==> src/core/kmic_key.sv <==
`timescale 1ns/1ps

// ==========================================================
// shared constants
package kmic_pkg;
   // timebase: one tick per millisecond
   localparam int CLK_MHZ = 200;
   localparam int TICK_US = 1000;
   localparam int TICK_CYCLES_DEF = CLK_MHZ * TICK_US;

   // millisecond timers
   localparam int MS_W = 12;
   localparam logic [MS_W-1:0] SHORT_MIN_MS = 12'd60;
   localparam logic [MS_W-1:0] LONG_MS = 12'd2000;
   localparam logic [MS_W-1:0] LONG_SAT_MS = LONG_MS + 12'd1;
   localparam logic [MS_W-1:0] DISP_MS = 12'd4000;
   localparam int IDLE_W = 15;
   localparam logic [IDLE_W-1:0] NOLOAD_MS = 15'd16000;

   // flash patterns
   localparam logic [MS_W-1:0] SLOW_PERIOD_MS = 12'd2000;
   localparam logic [MS_W-1:0] SLOW_ON_MS = 12'd250;
   localparam logic [MS_W-1:0] CHG_PERIOD_MS = 12'd1000;
   localparam logic [MS_W-1:0] CHG_ON_MS = 12'd500;
   localparam logic [MS_W-1:0] CHG_ON2_MS = CHG_PERIOD_MS + CHG_ON_MS;
   localparam int FAST_W = 8;
   localparam logic [FAST_W-1:0] FAST_PERIOD_MS = 8'd250;
   localparam logic [FAST_W-1:0] FAST_ON_MS = 8'd125;

   // indicator patterns
   localparam int LED_N = 4;
   localparam logic [LED_N-1:0] LED_NONE = 4'h0;
   localparam logic [LED_N-1:0] LED_LOW = 4'h1;
   localparam logic [LED_N-1:0] LED_ALL = 4'hF;

   // status input vector layout
   localparam int ST_W = 7;
   localparam int ST_CHARGING = 0;
   localparam int ST_FULL = 1;
   localparam int ST_LOAD = 2;
   localparam int ST_LOW35 = 3;
   localparam int ST_LOW31 = 4;
   localparam int ST_BAND = 5;

   typedef enum logic [1:0]
   {
      KMIC_OFF = 2'b00,
      KMIC_BOOST = 2'b01,
      KMIC_CHARGE = 2'b10
   } kmic_state_t;
endpackage

// ==========================================================
// key press classifier
module kmic_key
   import kmic_pkg::*;
(
   // clock and reset
   input wire logic clk_sys,
   input wire logic rst,
   input wire logic ce,
   // timebase
   input wire logic tick,
   // button pin, low while pressed
   input wire logic key_n,
   // classified presses
   output logic short_press,
   output logic long_press
);
   logic [1:0] key_sync;
   logic pressed;
   logic pressed_d;
   logic [MS_W-1:0] hold_ms;

   assign pressed = key_sync[1];

   always_ff @(posedge clk_sys or posedge rst)
   begin
      if (rst)
      begin
         key_sync <= 2'h0;
      end
      else if (ce)
      begin
         key_sync <= {key_sync[0], ~key_n};
      end
   end

   // saturates just past the long threshold so the long action fires once
   always_ff @(posedge clk_sys or posedge rst)
   begin
      if (rst)
      begin
         hold_ms <= '0;
         pressed_d <= 1'b0;
      end
      else if (ce)
      begin
         pressed_d <= pressed;
         if (!pressed)
            hold_ms <= '0;
         else if (tick && hold_ms != LONG_SAT_MS)
            hold_ms <= hold_ms + 12'h001;
      end
   end

   always_ff @(posedge clk_sys or posedge rst)
   begin
      if (rst)
      begin
         short_press <= 1'b0;
         long_press <= 1'b0;
      end
      else if (ce)
      begin
         short_press <= pressed_d && !pressed && hold_ms > SHORT_MIN_MS && hold_ms <= LONG_MS;
         long_press <= pressed && tick && hold_ms == LONG_MS;
      end
   end
endmodule

==> src/core/kmic_ctrl.sv <==
// Operation
// - short 60 ms to 2 s, long beyond
// - short press when off starts boost, display
// - display ends 4 s, lowest led blinks 0.5 Hz
// - short press in boost redisplays 4 s
// - full battery or 16 s no load shuts down
// - below 3.5 V short press: fast alert 4 s
// - boost cuts out below 3.1 V
// - long press toggles torch
// - below 3.1 V torch and boost refused
// - lit torch stays on at low battery
// - charging ignores short, honours long presses
// - level shown on four leds, 25% each
// - charging blinks band led 1 Hz, full all lit
// - charger input drops output, new press needed
`timescale 1ns/1ps

module kmic_ctrl
   import kmic_pkg::*;
#(
   parameter int TICK_CYCLES = TICK_CYCLES_DEF
)
(
   // clock, reset, enable
   input wire logic CLK_SYS,
   input wire logic RST,
   input wire logic CE,
   // button, low while pressed
   input wire logic KEY_N,
   // analog front end flags
   input wire logic CHARGER_IN,
   input wire logic CHARGE_FULL,
   input wire logic LOAD_PRESENT,
   input wire logic BAT_BELOW_3V5,
   input wire logic BAT_BELOW_3V1,
   input wire logic [1:0] BAT_LEVEL_BAND,
   // outputs
   output logic [LED_N-1:0] LEVEL_LED_BAR,
   output logic BOOST_EN,
   output logic TORCH_EN
);
   localparam int TICK_W = $clog2(TICK_CYCLES);
   localparam logic [TICK_W-1:0] TICK_LAST = TICK_W'(TICK_CYCLES - 1);

   logic [ST_W-1:0] st_raw;
   logic [ST_W-1:0] st_meta;
   logic [ST_W-1:0] st_sync;
   logic charging;
   logic full;
   logic load;
   logic low35;
   logic low31;
   logic [1:0] band;
   logic [LED_N-1:0] bar;
   logic [LED_N-1:0] band_led;
   logic [TICK_W-1:0] tick_cnt;
   logic tick;
   logic [MS_W-1:0] slow_ms;
   logic [FAST_W-1:0] fast_ms;
   logic slow_on;
   logic chg_on;
   logic [LED_N-1:0] fast_led;
   logic short_press;
   logic long_press;
   kmic_state_t state;
   kmic_state_t next_state;
   logic [MS_W-1:0] disp_ms;
   logic disp_alert;
   logic [IDLE_W-1:0] idle_ms;
   logic [LED_N-1:0] next_led;

   // ==========================================================
   // input synchronisers
   // band bits are synchronised apart; a one-cycle mixed code at a band edge is harmless
   assign st_raw = {BAT_LEVEL_BAND, BAT_BELOW_3V1, BAT_BELOW_3V5, LOAD_PRESENT, CHARGE_FULL, CHARGER_IN};

   generate
      for (genvar i = 0; i < ST_W; i++)
      begin : g_sync
         always_ff @(posedge CLK_SYS or posedge RST)
         begin
            if (RST)
            begin
               st_meta[i] <= 1'b0;
               st_sync[i] <= 1'b0;
            end
            else if (CE)
            begin
               st_meta[i] <= st_raw[i];
               st_sync[i] <= st_meta[i];
            end
         end
      end
   endgenerate

   assign charging = st_sync[ST_CHARGING];
   assign full = st_sync[ST_FULL];
   assign load = st_sync[ST_LOAD];
   assign low35 = st_sync[ST_LOW35];
   assign low31 = st_sync[ST_LOW31];
   assign band = st_sync[ST_BAND+1:ST_BAND];

   // thermometer bar, one led per quarter
   generate
      for (genvar i = 0; i < LED_N; i++)
      begin : g_bar
         assign bar[i] = band >= 2'(i);
      end
   endgenerate

   assign band_led = LED_N'(LED_LOW << band);

   // ==========================================================
   // millisecond timebase and flash phases
   always_ff @(posedge CLK_SYS or posedge RST)
   begin
      if (RST)
      begin
         tick_cnt <= '0;
         tick <= 1'b0;
      end
      else if (CE)
      begin
         tick <= tick_cnt == TICK_LAST;
         tick_cnt <= (tick_cnt == TICK_LAST) ? '0 : tick_cnt + TICK_W'(1);
      end
   end

   always_ff @(posedge CLK_SYS or posedge RST)
   begin
      if (RST)
      begin
         slow_ms <= '0;
         fast_ms <= '0;
      end
      else if (CE && tick)
      begin
         slow_ms <= (slow_ms == SLOW_PERIOD_MS - 12'h001) ? '0 : slow_ms + 12'h001;
         fast_ms <= (fast_ms == FAST_PERIOD_MS - 8'h01) ? '0 : fast_ms + 8'h01;
      end
   end

   assign slow_on = slow_ms < SLOW_ON_MS;
   assign chg_on = slow_ms < CHG_ON_MS || (slow_ms >= CHG_PERIOD_MS && slow_ms < CHG_ON2_MS);
   assign fast_led = (fast_ms < FAST_ON_MS) ? LED_LOW : LED_NONE;

   // ==========================================================
   // key classifier
   kmic_key u_key
   (
      .clk_sys(CLK_SYS),
      .rst(RST),
      .ce(CE),
      .tick(tick),
      .key_n(KEY_N),
      .short_press(short_press),
      .long_press(long_press)
   );

   // ==========================================================
   // operating mode
   always_comb
   begin
      next_state = state;
      unique case (state)
         KMIC_OFF:
         begin
            if (short_press && !low31)
               next_state = KMIC_BOOST;
         end
         KMIC_BOOST:
         begin
            if (full || idle_ms >= NOLOAD_MS)
               next_state = KMIC_OFF;
            if (low31)
               next_state = KMIC_OFF;
         end
         KMIC_CHARGE:
         begin
            // back to off, not boost: a new press is needed
            if (!charging)
               next_state = KMIC_OFF;
         end
         default:
            next_state = KMIC_OFF;
      endcase
      if (charging)
         next_state = KMIC_CHARGE;
   end

   always_ff @(posedge CLK_SYS or posedge RST)
   begin
      if (RST)
      begin
         state <= KMIC_OFF;
         BOOST_EN <= 1'b0;
      end
      else if (CE)
      begin
         state <= next_state;
         BOOST_EN <= next_state == KMIC_BOOST;
      end
   end
   a_short_powers_up: assert property (@(posedge CLK_SYS) disable iff (RST)
      (CE && state == KMIC_OFF && short_press && !low31 && !charging) |=> BOOST_EN && disp_ms == DISP_MS)
      else $error("short press from off did not start boost");
   a_lowbat_cutoff: assert property (@(posedge CLK_SYS) disable iff (RST)
      (CE && state == KMIC_BOOST && low31) |=> !BOOST_EN)
      else $error("boost not cut at low battery");
   a_refuse_low: assert property (@(posedge CLK_SYS) disable iff (RST)
      (CE && low31 && !TORCH_EN && state == KMIC_OFF) |=> !TORCH_EN && !BOOST_EN)
      else $error("turn-on accepted at low battery");
   a_charger_drop: assert property (@(posedge CLK_SYS) disable iff (RST)
      (CE && charging) |=> !BOOST_EN ##1 (state != KMIC_BOOST))
      else $error("output path kept with charger present");

   // ==========================================================
   // no-load timer
   always_ff @(posedge CLK_SYS or posedge RST)
   begin
      if (RST)
         idle_ms <= '0;
      else if (CE)
      begin
         if (state != KMIC_BOOST || load)
            idle_ms <= '0;
         else if (tick && idle_ms != NOLOAD_MS)
            idle_ms <= idle_ms + 15'h0001;
      end
   end
   a_noload_shutdown: assert property (@(posedge CLK_SYS) disable iff (RST)
      (CE && state == KMIC_BOOST && (full || idle_ms == NOLOAD_MS)) |=> !BOOST_EN)
      else $error("boost stayed on after full or idle");

   // ==========================================================
   // display timer
   always_ff @(posedge CLK_SYS or posedge RST)
   begin
      if (RST)
      begin
         disp_ms <= '0;
         disp_alert <= 1'b0;
      end
      else if (CE)
      begin
         if (next_state == KMIC_CHARGE || (state == KMIC_BOOST && next_state == KMIC_OFF))
         begin
            disp_ms <= '0;
            disp_alert <= 1'b0;
         end
         else if (short_press)
         begin
            disp_ms <= DISP_MS;
            disp_alert <= low35;
         end
         else if (tick && disp_ms != '0)
            disp_ms <= disp_ms - 12'h001;
      end
   end
   a_redisplay_keeps: assert property (@(posedge CLK_SYS) disable iff (RST)
      (CE && state == KMIC_BOOST && short_press && next_state == KMIC_BOOST) |=> BOOST_EN && disp_ms == DISP_MS)
      else $error("short press in boost mishandled");
   a_low_alert: assert property (@(posedge CLK_SYS) disable iff (RST)
      (CE && short_press && low35 && next_state != KMIC_CHARGE && state != KMIC_BOOST) |=> disp_alert)
      else $error("low battery alert not raised");
   a_charge_mask: assert property (@(posedge CLK_SYS) disable iff (RST)
      (CE && state == KMIC_CHARGE && charging) |=> !BOOST_EN && disp_ms == '0)
      else $error("short press acted during charge");

   // ==========================================================
   // torch
   // no low-battery turn-off, only a long press ends it
   always_ff @(posedge CLK_SYS or posedge RST)
   begin
      if (RST)
         TORCH_EN <= 1'b0;
      else if (CE && long_press)
      begin
         if (TORCH_EN)
            TORCH_EN <= 1'b0;
         else if (!low31)
            TORCH_EN <= 1'b1;
      end
   end
   a_torch_toggle: assert property (@(posedge CLK_SYS) disable iff (RST)
      (CE && long_press && TORCH_EN) |=> !TORCH_EN)
      else $error("long press did not turn torch off");
   a_torch_holds: assert property (@(posedge CLK_SYS) disable iff (RST)
      (TORCH_EN && !(CE && long_press)) |=> TORCH_EN)
      else $error("torch dropped without long press");

   // ==========================================================
   // indicator leds
   always_comb
   begin
      next_led = LED_NONE;
      unique case (state)
         KMIC_CHARGE:
         begin
            next_led = full ? LED_ALL : ((bar & ~band_led) | (chg_on ? band_led : LED_NONE));
         end
         KMIC_BOOST:
         begin
            if (disp_ms != '0)
               next_led = disp_alert ? fast_led : bar;
            else
               next_led = slow_on ? LED_LOW : LED_NONE;
         end
         KMIC_OFF:
         begin
            if (disp_ms != '0 && disp_alert)
               next_led = fast_led;
         end
         default:
            next_led = LED_NONE;
      endcase
   end

   always_ff @(posedge CLK_SYS or posedge RST)
   begin
      if (RST)
         LEVEL_LED_BAR <= LED_NONE;
      else if (CE)
         LEVEL_LED_BAR <= next_led;
   end

   a_boost_blink_only: assert property (@(posedge CLK_SYS) disable iff (RST)
      (CE && state == KMIC_BOOST && disp_ms == '0) |=> LEVEL_LED_BAR[LED_N-1:1] == LED_NONE[LED_N-1:1])
      else $error("upper leds lit after display ended");
   a_level_bar: assert property (@(posedge CLK_SYS) disable iff (RST)
      (CE && state == KMIC_BOOST && disp_ms != '0 && !disp_alert) |=> LEVEL_LED_BAR == $past(bar))
      else $error("level bar does not match band");
   a_full_steady: assert property (@(posedge CLK_SYS) disable iff (RST)
      (CE && state == KMIC_CHARGE && full) |=> LEVEL_LED_BAR == LED_ALL)
      else $error("end of charge not all lit");
endmodule

==> config.mk <==
export PLATFORM = sky130hd
export DESIGN_NAME = kmic_ctrl
export DESIGN_NICKNAME = d
export VERILOG_FILES = /design/src/core/kmic_key.sv /design/src/core/kmic_ctrl.sv
export SDC_FILE = /design/constraint.sdc
export NUM_CORES = 1
export LEC_CHECK = 0
export BUFFER_PORTS_ARGS = -buffer_cell sky130_fd_sc_hd__buf_4
export CAP_MARGIN = 5
export CORE_UTILIZATION = 45
export DETAILED_ROUTE_END_ITERATION = 10
export GPL_TIMING_DRIVEN = 1
export SLEW_MARGIN = 10
export SYNTH_ARGS = -nofsm -noshare
export SYNTH_HDL_FRONTEND = slang
export SYNTH_SLANG_ARGS = --single-unit
==> constraint.sdc <==
create_clock -name CLK_SYS -period 8.7 [get_ports CLK_SYS]
set_clock_uncertainty 0.2 [all_clocks]
set_input_delay 1.74 -clock CLK_SYS [delete_from_list [all_inputs] [get_ports CLK_SYS]]
set_output_delay 1.74 -clock CLK_SYS [all_outputs]
set_load 0.01 [all_outputs]
==> flow_summary.ini <==
[outcome]
status = finished, final reports clean

[yosys]
syn-num-nets = 582
synth_most_common_cell = dfrtp_1
synthTopCellsByCount = dfrtp_1 (106), nor2_1 (71), nand2_1 (41), xor2_1 (27), nand3_1 (25)
synthAdderAreaFrac = 0.0272
syn_area_per_cell_um2 = 9.88
ys_warn_count = 0
ys_seq_area_frac = 0.480
synthCells = 559
async_reset_ff_frac = 1.00
synth_area_um2 = 5520
synth_cell_type_count = 65
muxShareOfSynthArea = 0.0401
synth_top_area_share = 0.480
synth_area_leaders = dfrtp_1 (48%), nor2_1 (4.8%), xor2_1 (4.3%)
synth_edf_count = 0
ys_ff_latch = 106
synth_area_leader_cell = dfrtp_1
synthSimpleGateAreaFrac = 0.221
synthXorXnorAreaFrac = 0.0761
synth_compound_area_frac = 0.124
synth-main-ff-cell = dfrtp_1
synth_top_family_by_area = simple AND/OR/NAND/NOR gates

[worst_setup_path]
crit_arrival_ps = 3960
critical-path-top-delay-family = simple AND/OR/NAND/NOR gates
cp-start-kind = primary input
path_buf_inv = 1
crit_chain = buf_4 -> and2_1 -> o21ai_2 -> or4_1 -> a21oi_1
crit_fanout = 47
crit_slowest_cell = and2_1
max_stage_delay_ps = 820
worstPathRequired_ps = 8780
path_class = in -> reg
endpoint_kind = flop

[clocking]
cts-root-buf = clkbuf_16
cts_hold_buf = 0
clkTransAtPathRegs_ps = 70
cts_buffer_depth = 2
cts_repair_resize_count = 0
cts_num_sinks = 106
numCtsBuffers = 9
cts_tree = built
htree_levels = 3
clkLatencyLatePin_ps = 360
cts_setup_buffers = 0

[drt]
first_iter_violations = 216
antenna_left = 0
finalWirelength_um = 11300
drc = 0
num_vias = 4106
post_drt_wl_per_cell_um = 15.7
first_pass_iters = 4
vias_per_cell = 5.69

[pwr]
powerDensity_nw_per_um2 = 177
seq_power_share = 0.518
p_comb_frac = 0.090
leakagePower_nw = 2.64
pwr-share-clk = 0.392
ir_drop_mv = 0.0974
internal-power_uw = 795
swShare = 0.258
switching_power_uw = 277

[die]
dieArea_um2 = 12700
fp.coreArea_um2 = 12000
start_util = 0.460
fp.dieH_um = 113
fp.dieW_um = 113
rows = 40
ios = 17

[global_route]
grt_pass1_wl_um = 19600
grt_max_degree = 60
grt_pass1_vias = 3929
overflow = 0
grt_antenna_before_repair = 0
gr-usage-all-layers = 0.196

[place]
dpl.hpwl_um = 7720
dp_slack_ps = 4400
routabilityCongestion = 0.793
io_buffers = 16

[hold_path]
hp-class = reg -> reg

[sta]
rsz0062_at_grt = false
max_slew_margin = 0.379
drv_slew = 0
fin_crit_ps = 3880
fin_ws_ps = 4820
hold_ws_ps = 271
hold_viol = 0
fin_setup_tns_ps = 0
fin_crit_sh = 0.446
setup_violations = 0
fmax_mhz = 257
worst_pin_slew_ps = 931

[layout]
drive_gt1_frac = 0.113
fillers = 1118
area_delta_synth_final_pct = 9.76
nets = 592
seqCellArea_um2 = 2650
diodes = 0
multi_input_area_um2 = 2700

[run]
cap_violations = 0
==> power by group through the flow <==
stage	Clock [mW]	Combinational [mW]	Sequential [mW]
5_1_grt	0.453	0.110	0.560
3_3_place_gp	0	0.0940	0.564
2_1_floorplan	0	0.0702	0.558
6_report	0.420	0.0964	0.556
3_5_place_dp	0	0.0981	0.565
4_1_cts	0.434	0.0988	0.556
==> final timing paths <==
check	start	endpoint	slack, ps	cells past startpoint
setup / recovery	CE	idle_ms[10]	4820	5
hold / removal	tick_cnt[17]	tick_cnt[17]	270	1
setup reg to reg	tick	idle_ms[10]	6020	4
hold reg to reg	tick_cnt[17]	tick_cnt[17]	270	1
max in group asynchronous	RST	idle_ms[7]	5870	3
min in group asynchronous	RST	tick_cnt[1]	1260	2
==> sequential cells by signal (all words and copies together) (netlist names) <==
signal / count
LEVEL_LED_BAR: 4
u_key.short_press: 1
TORCH_EN: 1
BOOST_EN: 1
u_key.hold_ms: 12
charging: 1
band: 2
u_key.long_press: 1
load: 1
slow_ms: 12
tick: 1
disp_ms: 12
u_key.key_sync: 2
fast_ms: 8
tick_cnt: 18
full: 1
st_meta: 7
disp_alert: 1
state: 2
low35: 1
idle_ms: 15
low31: 1
u_key.pressed_d: 1
==> layer usage <==
metal | track usage | wire, um
met2 | 0.309 | 5300
met5 | 0 | 0
met1 | 0.263 | 5540
met3 | 0.0514 | 312
met4 | 0.0631 | 132
==> placed cells by master, fill, tap and decap left out, types with 4 or more instances in the layout <==
| cell | n |
|---|---|
| mux2_2 | 17 |
| dfrtp_1 | 106 |
| nor4b_1 | 5 |
| xor2_1 | 27 |
| nor4_1 | 7 |
| a21o_1 | 8 |
| o31ai_1 | 6 |
| nand2_1 | 41 |
| or4_1 | 4 |
| ha_1 | 12 |
| nor2_1 | 71 |
| o22ai_1 | 4 |
| a31oi_1 | 7 |
| and3_1 | 6 |
| a22o_1 | 4 |
| clkbuf_16 | 9 |
| nand3_1 | 25 |
| xnor2_1 | 21 |
| a21oi_1 | 18 |
| and4_1 | 5 |
| o21ai_0 | 19 |
| inv_1 | 23 |
| nor3_1 | 17 |
| buf_4 | 17 |
| nand4_1 | 20 |
| nand2b_1 | 4 |
| or3_1 | 5 |
==> cell type report <==
type                            instances  area share
Multi-Input combinational cell        410       0.445
Sequential cell                       106       0.438
Clock buffer                           10      0.0378
Tap cell                              147      0.0303
Timing Repair Buffer                   17      0.0211
Inverter                               25      0.0159
Clock inverter                          6      0.0122
==> metrics by stage <==
stage          utilization  power (mW)  cells  area, um2
2_1_floorplan            -       0.628    559       5520
3_3_place_gp         0.479       0.658    705       5760
3_5_place_dp         0.479       0.663    705       5760
4_1_cts              0.505        1.09    721       6060
5_1_grt              0.505        1.12    721       6060
6_report             0.505        1.07    721       6060
==> kinds of logic (layout without fill, tap and decap cells) <==
family                   Yosys count  count (layout)
buffers and inverters             43              58
multiplexers                      20              20
AND/OR/NAND/NOR                  233             233
adder cells (fa/ha/maj)           12              12
XOR/XNOR                          48              48
flip-flops                       106             106
AO/OA/AOI/OAI                     97              97
Note: power is estimated with default switching activity, not from simulation.
